File: config.mk
export PLATFORM = sky130hd
export DESIGN_NAME = sktf_core
export DESIGN_NICKNAME = d
export VERILOG_FILES = /design/src/verilog/sktf_sync.v /design/src/verilog/sktf_core.v
export VERILOG_INCLUDE_DIRS = /design/src /design/src/include
export SDC_FILE = /design/constraint.sdc
export NUM_CORES = 1
export LEC_CHECK = 0
export BUFFER_PORTS_ARGS = -buffer_cell sky130_fd_sc_hd__buf_2
export CAP_MARGIN = 10
export CORE_MARGIN = 3
export CORE_UTILIZATION = 41
export CTS_CLUSTER_SIZE = 25
export DETAILED_ROUTE_END_ITERATION = 16
export PLACE_DENSITY = 0.85
export SYNTH_ARGS = -nofsm -noshare
export SYNTH_HDL_FRONTEND = slang
export SYNTH_SLANG_ARGS = --single-unit
File: constraint.sdc
create_clock -name mclk -period 3.72 [get_ports mclk]
set_input_delay 0.744 -clock mclk [delete_from_list [all_inputs] [get_ports mclk]]
set_output_delay 0.744 -clock mclk [all_outputs]
set_load 0.005 [all_outputs]
File: src/include/sktf_regs.vh
// register map, field positions, reset values and opcodes of the skip-test block
`ifndef SKTF_REGS_VH
`define SKTF_REGS_VH
`define SKTF_OFS_INTCTL2 4'h0
`define SKTF_OFS_EXT0CTL 4'h4
`define SKTF_OFS_EXT1CTL 4'h8
`define SKTF_OFS_STATUS 4'hc
`define SKTF_CTL_RST 4'h0
`define SKTF_BIT_CONV_IE 2
`define SKTF_BIT_POL 2
`define SKTF_ST_CONV_FLAG 0
`define SKTF_ST_PIN0 1
`define SKTF_ST_PIN1 2
`define SKTF_ST_SKIP 3
`define SKTF_OP_CONV_DONE 10'h287
`define SKTF_OP_EXT0_LEVEL 10'h03a
`define SKTF_OP_EXT1_LEVEL 10'h03b
`define SKTF_RESP_OKAY 2'h0
`define SKTF_RESP_SLVERR 2'h2
`endif

File: src/verilog/sktf_sync.v
// two-flop synchroniser for asynchronous pin levels
`timescale 1ns/1ns
module sktf_sync #(
  parameter WIDTH = 2
) (
  input wire mclk,
  input wire sys_rst,
  input wire [WIDTH-1:0] async_i,
  output reg [WIDTH-1:0] sync_o
);
  reg [WIDTH-1:0] meta_q;

  // first stage feeds only the second stage
  always @(posedge mclk or posedge sys_rst) begin
    if (sys_rst) begin
      meta_q <= {WIDTH{1'b0}};
      sync_o <= {WIDTH{1'b0}};
    end else begin
      meta_q <= async_i;
      sync_o <= meta_q;
    end
  end
endmodule // sktf_sync

File: src/verilog/sktf_core.v
// skip-test decoder for conversion-done flag and external pin levels, with AXI4-Lite registers
`timescale 1ns/1ns
`include "sktf_regs.vh"
module sktf_core (
  input wire mclk,
  input wire sys_rst,
  input wire instr_valid,
  input wire [9:0] instr_word,
  input wire conv_done_set,
  input wire external_input_zero_pin,
  input wire external_input_one_pin,
  output reg instr_done,
  output reg skip_next,
  output reg conversion_done_flag,
  input wire [31:0] s_axi_awaddr,
  input wire s_axi_awvalid,
  output reg s_axi_awready,
  input wire [31:0] s_axi_wdata,
  input wire [3:0] s_axi_wstrb,
  input wire s_axi_wvalid,
  output reg s_axi_wready,
  output reg [1:0] s_axi_bresp,
  output reg s_axi_bvalid,
  input wire s_axi_bready,
  input wire [31:0] s_axi_araddr,
  input wire s_axi_arvalid,
  output reg s_axi_arready,
  output reg [31:0] s_axi_rdata,
  output reg [1:0] s_axi_rresp,
  output reg s_axi_rvalid,
  input wire s_axi_rready
);
  reg [3:0] interrupt_control_second_q;
  reg [3:0] ext0_interrupt_control_q;
  reg [3:0] ext1_interrupt_control_q;
  reg [3:0] awaddr_q;
  reg aw_held_q;
  reg [3:0] wdata_q;
  reg w_held_q;
  wire [1:0] pin_sync;
  wire conversion_irq_enable_bit;
  wire ext0_level_polarity_bit;
  wire ext1_level_polarity_bit;
  wire exec;
  wire op_conv;
  wire op_ext0;
  wire op_ext1;
  wire skip_conv;
  wire skip_ext0;
  wire skip_ext1;
  wire do_write;
  wire sw_clear_flag;
  wire [3:0] status;

  // returns 1 for any address inside the 16-byte register window; addresses above it give 0
  function [1:0] reg_hit;
    input [31:0] addr;
    begin
      reg_hit = 2'h0;
      if (addr[31:4] == 28'h0) begin
        reg_hit = 2'h1;
      end
    end
  endfunction

  sktf_sync #(
    .WIDTH(2)
  ) u_pin_sync (
    .mclk(mclk),
    .sys_rst(sys_rst),
    .async_i({external_input_one_pin, external_input_zero_pin}),
    .sync_o(pin_sync)
  );

  assign conversion_irq_enable_bit = interrupt_control_second_q[`SKTF_BIT_CONV_IE];
  assign ext0_level_polarity_bit = ext0_interrupt_control_q[`SKTF_BIT_POL];
  assign ext1_level_polarity_bit = ext1_interrupt_control_q[`SKTF_BIT_POL];

  // an instruction arriving while a skip is pending is the skipped one and is dropped
  assign exec = instr_valid & ~skip_next;
  assign op_conv = exec & (instr_word == `SKTF_OP_CONV_DONE);
  assign op_ext0 = exec & (instr_word == `SKTF_OP_EXT0_LEVEL);
  assign op_ext1 = exec & (instr_word == `SKTF_OP_EXT1_LEVEL);
  // with the enable set the test is a no-operation
  assign skip_conv = op_conv & ~conversion_irq_enable_bit & conversion_done_flag;
  // polarity 0 skips on low, polarity 1 skips on high
  assign skip_ext0 = op_ext0 & ~(pin_sync[0] ^ ext0_level_polarity_bit);
  assign skip_ext1 = op_ext1 & ~(pin_sync[1] ^ ext1_level_polarity_bit);

  assign do_write = aw_held_q & w_held_q & ~s_axi_bvalid;
  assign sw_clear_flag = do_write & (reg_hit({28'h0, awaddr_q}) == 2'h1) &
    (awaddr_q == `SKTF_OFS_STATUS) & wdata_q[`SKTF_ST_CONV_FLAG];
  assign status = {skip_next, pin_sync[1], pin_sync[0], conversion_done_flag};

  // sequencer side: one-cycle completion, skip indication held until next fetch
  always @(posedge mclk or posedge sys_rst) begin
    if (sys_rst) begin
      instr_done <= 1'b0;
      skip_next <= 1'b0;
    end else begin
      instr_done <= op_conv | op_ext0 | op_ext1;
      if (skip_conv | skip_ext0 | skip_ext1) begin
        skip_next <= 1'b1;
      end else if (instr_valid) begin
        skip_next <= 1'b0;
      end
    end
  end

  // set wins over both the skip clear and the software clear
  always @(posedge mclk or posedge sys_rst) begin
    if (sys_rst) begin
      conversion_done_flag <= 1'b0;
    end else if (conv_done_set) begin
      conversion_done_flag <= 1'b1;
    end else if (skip_conv | sw_clear_flag) begin
      conversion_done_flag <= 1'b0;
    end
  end

  // write path: address and data accepted in either order, response once both are held
  always @(posedge mclk or posedge sys_rst) begin
    if (sys_rst) begin
      aw_held_q <= 1'b0;
      w_held_q <= 1'b0;
      awaddr_q <= 4'h0;
      wdata_q <= 4'h0;
      s_axi_awready <= 1'b0;
      s_axi_wready <= 1'b0;
      s_axi_bvalid <= 1'b0;
      s_axi_bresp <= `SKTF_RESP_OKAY;
      interrupt_control_second_q <= `SKTF_CTL_RST;
      ext0_interrupt_control_q <= `SKTF_CTL_RST;
      ext1_interrupt_control_q <= `SKTF_CTL_RST;
    end else begin
      s_axi_awready <= ~aw_held_q & ~(s_axi_awvalid & s_axi_awready);
      s_axi_wready <= ~w_held_q & ~(s_axi_wvalid & s_axi_wready);
      if (s_axi_awvalid & s_axi_awready) begin
        aw_held_q <= 1'b1;
        // out-of-range addresses are folded so the decode below refuses them
        awaddr_q <= (s_axi_awaddr[31:4] == 28'h0 && s_axi_awaddr[1:0] == 2'h0) ?
          s_axi_awaddr[3:0] : 4'h1;
      end
      if (s_axi_wvalid & s_axi_wready) begin
        w_held_q <= 1'b1;
        wdata_q <= s_axi_wstrb[0] ? s_axi_wdata[3:0] : 4'h0;
      end
      if (do_write) begin
        aw_held_q <= 1'b0;
        w_held_q <= 1'b0;
        s_axi_bvalid <= 1'b1;
        s_axi_bresp <= `SKTF_RESP_OKAY;
        case (awaddr_q)
          `SKTF_OFS_INTCTL2: begin
            interrupt_control_second_q <= wdata_q;
          end
          `SKTF_OFS_EXT0CTL: begin
            ext0_interrupt_control_q <= wdata_q;
          end
          `SKTF_OFS_EXT1CTL: begin
            ext1_interrupt_control_q <= wdata_q;
          end
          `SKTF_OFS_STATUS: begin
            s_axi_bresp <= `SKTF_RESP_OKAY;
          end
          default: begin
            s_axi_bresp <= `SKTF_RESP_SLVERR;
          end
        endcase
      end else if (s_axi_bvalid & s_axi_bready) begin
        s_axi_bvalid <= 1'b0;
      end
    end
  end

  // read path: one read in flight, data one cycle after the address is taken
  always @(posedge mclk or posedge sys_rst) begin
    if (sys_rst) begin
      s_axi_arready <= 1'b0;
      s_axi_rvalid <= 1'b0;
      s_axi_rdata <= 32'h0;
      s_axi_rresp <= `SKTF_RESP_OKAY;
    end else begin
      s_axi_arready <= ~s_axi_rvalid & ~(s_axi_arvalid & s_axi_arready);
      if (s_axi_arvalid & s_axi_arready) begin
        s_axi_rvalid <= 1'b1;
        s_axi_rresp <= `SKTF_RESP_OKAY;
        s_axi_rdata <= 32'h0;
        if (reg_hit(s_axi_araddr) == 2'h1 && s_axi_araddr[1:0] == 2'h0) begin
          case (s_axi_araddr[3:0])
            `SKTF_OFS_INTCTL2: begin
              s_axi_rdata <= {28'h0, interrupt_control_second_q};
            end
            `SKTF_OFS_EXT0CTL: begin
              s_axi_rdata <= {28'h0, ext0_interrupt_control_q};
            end
            `SKTF_OFS_EXT1CTL: begin
              s_axi_rdata <= {28'h0, ext1_interrupt_control_q};
            end
            `SKTF_OFS_STATUS: begin
              s_axi_rdata <= {28'h0, status};
            end
            default: begin
              s_axi_rresp <= `SKTF_RESP_SLVERR;
            end
          endcase
        end else begin
          s_axi_rresp <= `SKTF_RESP_SLVERR;
        end
      end else if (s_axi_rvalid & s_axi_rready) begin
        s_axi_rvalid <= 1'b0;
      end
    end
  end
endmodule // sktf_core

Word-level counts from Yosys, hierarchy flattened
Cells that the tools add are included.
- flip-flop bits (word level): 70
- bits of input ports: 121
- output and inout bits: 44
- word-level logic and storage cells: 108
- equality and inequality tests: 10
- multiplexer cells: 21
- bitwise gates (word level): 38
- reductions and logical operators: 19
- operators with widths (kind ; number):
    $logic_not 28->1 ; 2
    $and 1x1->1 ; 20
    $eq 10x6->1 const B ; 2
    $eq 4x4->1 const B ; 4
    $pmux 4 s4 ; 1
    $mux 1 ; 13
    $mux 4 ; 3
    $reduce_bool 2->1 ; 6
    $not 1->1 ; 11
    $eq 10x10->1 const B ; 1
    $eq 4x3->1 const B ; 2
    $logic_not 4->1 ; 2
    $mux 2 ; 4
    $reduce_or 4->1 ; 2
    $reduce_and 2->1 ; 3
    $or 1x1->1 ; 5
    $logic_not 2->1 ; 2
    $eq 2x1->1 const B ; 1
    $logic_and 1x1->1 ; 2
    $xor 1x1->1 ; 2

Longest topological paths before layout
- word-level depth: 8
- depth in mapped cells: 4
- mapped depth without buffers: 4

By module
From an unflattened synthesis, not the netlist that was laid out.
- cell total of the unflattened synthesis: 172
- area, all modules: 1973.1 µm²
- modules (own cells, without submodules) (module ; times used ; cells each ; area each (µm²) ; sequential area each (µm²)):
    sktf_core ; 1 ; 167 ; 1869.3 ; 900.9
    sktf_sync ; 1 ; 5 ; 103.8 ; 100.1

Worst setup path before layout
OpenSTA, ideal clock, no wires.
- kind: input -> register
- from: in s_axi_araddr[13]
- to: reg s_axi_rdata[0]
- library setup time: 0.066 ns
- arrival: 2.062 ns
- required time: 3.654 ns
- path slack: 1.592 ns
- cell stages on the path: 4
- buffers on the path: 0
- cells stage by stage: or4_1 or4_4 nor3_4 a22o_1
- longest elaborated chain between the ends: 6
- RTL lines (what ; RTL line ; source):
    from (decl) ; sktf_core.v:25 ; input wire [31:0] s_axi_araddr,
    $logic_not 28->1 ; sktf_core.v:60 ; if (addr[31:4] == 28'h0) begin
    $mux 1 ; sktf_core.v:60 ;
    $mux 2 ; sktf_core.v:185 ; if (s_axi_arvalid & s_axi_arready) begin
    $eq 2x1->1 ; sktf_core.v:189 ; if (reg_hit(s_axi_araddr) == 2'h1 && s_axi_araddr[1:0] == 2'h0) begin
    $logic_and 1x1->1 ; sktf_core.v:189 ;
    $mux 4 ; sktf_core.v:189 ;
    to (signal assigned) ; sktf_core.v:192 ; s_axi_rdata <= {28'h0, interrupt_control_second_q};
    to (signal assigned) ; sktf_core.v:195 ; s_axi_rdata <= {28'h0, ext0_interrupt_control_q};
    to (signal assigned) ; sktf_core.v:198 ; s_axi_rdata <= {28'h0, ext1_interrupt_control_q};
    to (decl) ; sktf_core.v:28 ; output reg [31:0] s_axi_rdata,
No other way between the ends. The select of a mux whose other input is x is not followed.
A chain may end at the register's enable or synchronous reset.

Final worst setup path
- from: in s_axi_araddr[13]
- to: reg s_axi_rdata[1]
The elaborated chain is that of the path after synthesis.

==> results.json <==
{
  "fin_skew_ns": 0.008092,
  "finalHoldViolCount": 0,
  "post_cts.resized_instances": 0,
  "viasPerCell": 4.880,
  "ys.flop_type": "dfrtp_1",
  "overflow": 0,
  "rsz0062_at_grt": "false",
  "cts_tree": "built",
  "die_area_mm2": 0.005668,
  "synth_seq_cells": 40,
  "tightest_slew_ns": 0.4931,
  "final.setup.tns_ns": 0,
  "cp.arrival_ns": 2.24,
  "dr_wl_met2_mm": 2.389,
  "routedWlPerCell_um": 13.43,
  "grt_usage_pct": 15.74,
  "vias": 1625,
  "start_util_pct": 43.69,
  "clk_latency_ns": 0.29,
  "powerDensity_mw_per_mm2": 394.9,
  "wl_met3_um": 361,
  "crit_slowest_cell": "or4_1",
  "place_congestion": 0.7653,
  "routed_wl_mm": 4.471,
  "rows": 24,
  "top_layer": "met4",
  "min_path_type": "reg2reg",
  "grt_start_max_net_pins": 41,
  "numCtsBuffers": 5,
  "antenna_found_initial": 0,
  "hold_buffers": 0,
  "synth_seq_area_share_pct": 50.86,
  "synth_cell_type_count": 32,
  "wl_met1_mm": 1.666,
  "critPathLaunchType": "input pin",
  "worst_ep_required_time_ns": 3.95,
  "cts-root-buf": "clkbuf_8",
  "slowest_delay_ns": 0.52,
  "cts_max_level": 2,
  "fmax_mhz": 497.3,
  "num_io_pins": 165,
  "critPathTopFamily": "simple AND/OR/NAND/NOR gates",
  "finalSetupViolCount": 0,
  "cp_num_buf_inv": 1,
  "die_h_um": 75.29,
  "grt_pass1_vias": 1539,
  "cts_setup_buffers": 0,
  "route.antenna.remaining_nets": 0,
  "path_clk_slew_ns": 0.07,
  "drive_above_1_share_pct": 46.26,
  "syn_area_per_cell_um2": 11.51,
  "synth_area_mm2": 0.001968,
  "worstPathCellList": "buf_2, or4_1, or4_4, nor3_4, a22o_1",
  "dr.pass1.iters": 4,
  "crit_fanout": 5,
  "cp-end-kind": "flop",
  "core-area_mm2": 0.004504,
  "insertedDiodeCount": 0,
  "syn_to_final_growth_pct": 27.91,
  "period_share_pct": 54.05,
  "final_nets": 402,
  "synth_edf_count": 0,
  "drt_iter0_drc": 29,
  "die_w_um": 75.29,
  "maxSlewHeadroom_pct": 66.87,
  "fin_crit_ns": 2.011,
  "ir_drop_v": 0.0002638,
  "power_uw": 994.2,
  "drv_slew": 0,
  "dpl.hpwl_mm": 3.624,
  "numClockSinks": 40,
  "clk_path_buf_depth": 2,
  "p_leak_nw": 1.324,
  "async_reset_ff_share_pct": 100.0,
  "grt_pass1_wl_mm": 6.575,
  "path_class": "in2reg",
  "port_buffers": 103,
  "outcome": "finished, final reports clean",
  "postSynthCellCount": 171,
  "drcViolationCount": 0,
  "cap_violations": 0,
  "ys.warnings.count": 0
}
## area by class of cell
cell class              count  area (µm²)
clock inverters             1       5.005
clock buffers               6       72.57
fillers                   411        1987
flip-flops and latches     40        1001
well taps                  52       65.06
repair buffers            104       523.0
multi-input cells         126       835.8
inverters                   4       15.01
## power by group
part	internal [mW]	leakage [nW]	total, mW	switching [mW]
sequential	0.499	0.511	0.555	0.0560
clock	0.127	0.0410	0.264	0.136
combinational	0.0888	0.772	0.176	0.0869
## placed cells by master, fill, tap and decap left out, types with 4 or more instances in the layout
master / n
inv_1: 4
mux4_2: 4
conb_1: 30
dfrtp_1: 40
mux2_2: 12
nand3b_1: 4
nor4_1: 12
buf_2: 103
a21oi_1: 6
nor2_1: 8
a22o_1: 6
clkbuf_8: 5
nand2_1: 13
o21ai_0: 6
## state kept, by name (all words and copies together), names as in the netlist, 2 cells and up
name,count
u_pin_sync.meta_q,2
u_pin_sync.sync_o,2
s_axi_rdata,4
awaddr_q,4
wdata_q,4
interrupt_control_second_q,4
ext0_interrupt_control_q,4
ext1_interrupt_control_q,4
## per-layer routing
layer,vias up,track usage (%)
met5,-,0
met4,0,7.767
met3,4,3.738
met2,69,28.57
met1,764,16.95
li1,788,-
## through the flow
| step | instances | area (µm²) | setup WS [ns] | hold slack [ns] | utilization [%] |
|---|---|---|---|---|---|
| 5_1_grt | 333 | 2517 | 1.652 | 0.3734 | 55.89 |
| 3_3_place_gp | 326 | 2440 | 1.408 | 0.3315 | 54.17 |
| 6_report | 333 | 2517 | 1.709 | 0.3509 | 55.89 |
| 3_5_place_dp | 326 | 2440 | 1.410 | 0.3363 | 54.17 |
| 2_1_floorplan | 200 | 2077 | 1.592 | 0.3312 | - |
| 4_1_cts | 333 | 2517 | 1.705 | 0.3526 | 55.89 |
## logic make-up (layout without fill, tap and decap cells)
group	count (synthesis)	after routing	synth area share, %
and+or+nand+nor	57	57	17.29
AOI/OAI and AO/OA	21	21	7.120
other	1	30	0.1905
buffers and inverters	34	115	12.21
muxes	16	16	11.44
DFF	40	40	50.86
xor gates and xnor gates	2	2	0.8902
## synthesized netlist by cell type (3+ instances only)
master,n,area (µm²)
nor4_1,12,75.07
nor3_1,3,15.01
buf_4,30,225.2
inv_1,4,15.01
mux2_2,12,135.1
o21ai_0,6,30.03
nor2_1,8,30.03
mux4_2,4,90.09
nand4_1,3,18.77
or4_1,3,22.52
a22o_1,6,52.55
nand3b_1,4,30.03
nand2_1,13,48.80
a21oi_1,6,30.03
dfrtp_1,40,1001
## worst reg2reg max path: cells and delay by family (launching register included)
kind,cells,cell delay (ns)
and+or+nand+nor,3,1.04
muxes,1,0.38
DFF,1,0.39
## worst paths after layout
path                                      start                       endpoint  slack, ns  cells past startpoint
setup / recovery               s_axi_araddr[13]                 s_axi_rdata[1]       1.71                      5
hold / removal             u_pin_sync.meta_q[1]           u_pin_sync.sync_o[1]       0.35                      0
setup reg to reg                   s_axi_bvalid  interrupt_control_second_q[2]       1.79                      4
hold reg to reg            u_pin_sync.meta_q[1]           u_pin_sync.sync_o[1]       0.35                      0
max in group asynchronous               sys_rst                     wdata_q[2]       2.80                      3
min in group asynchronous               sys_rst                   s_axi_rvalid       0.57                      3
Power figures use the tool's default switching activity.
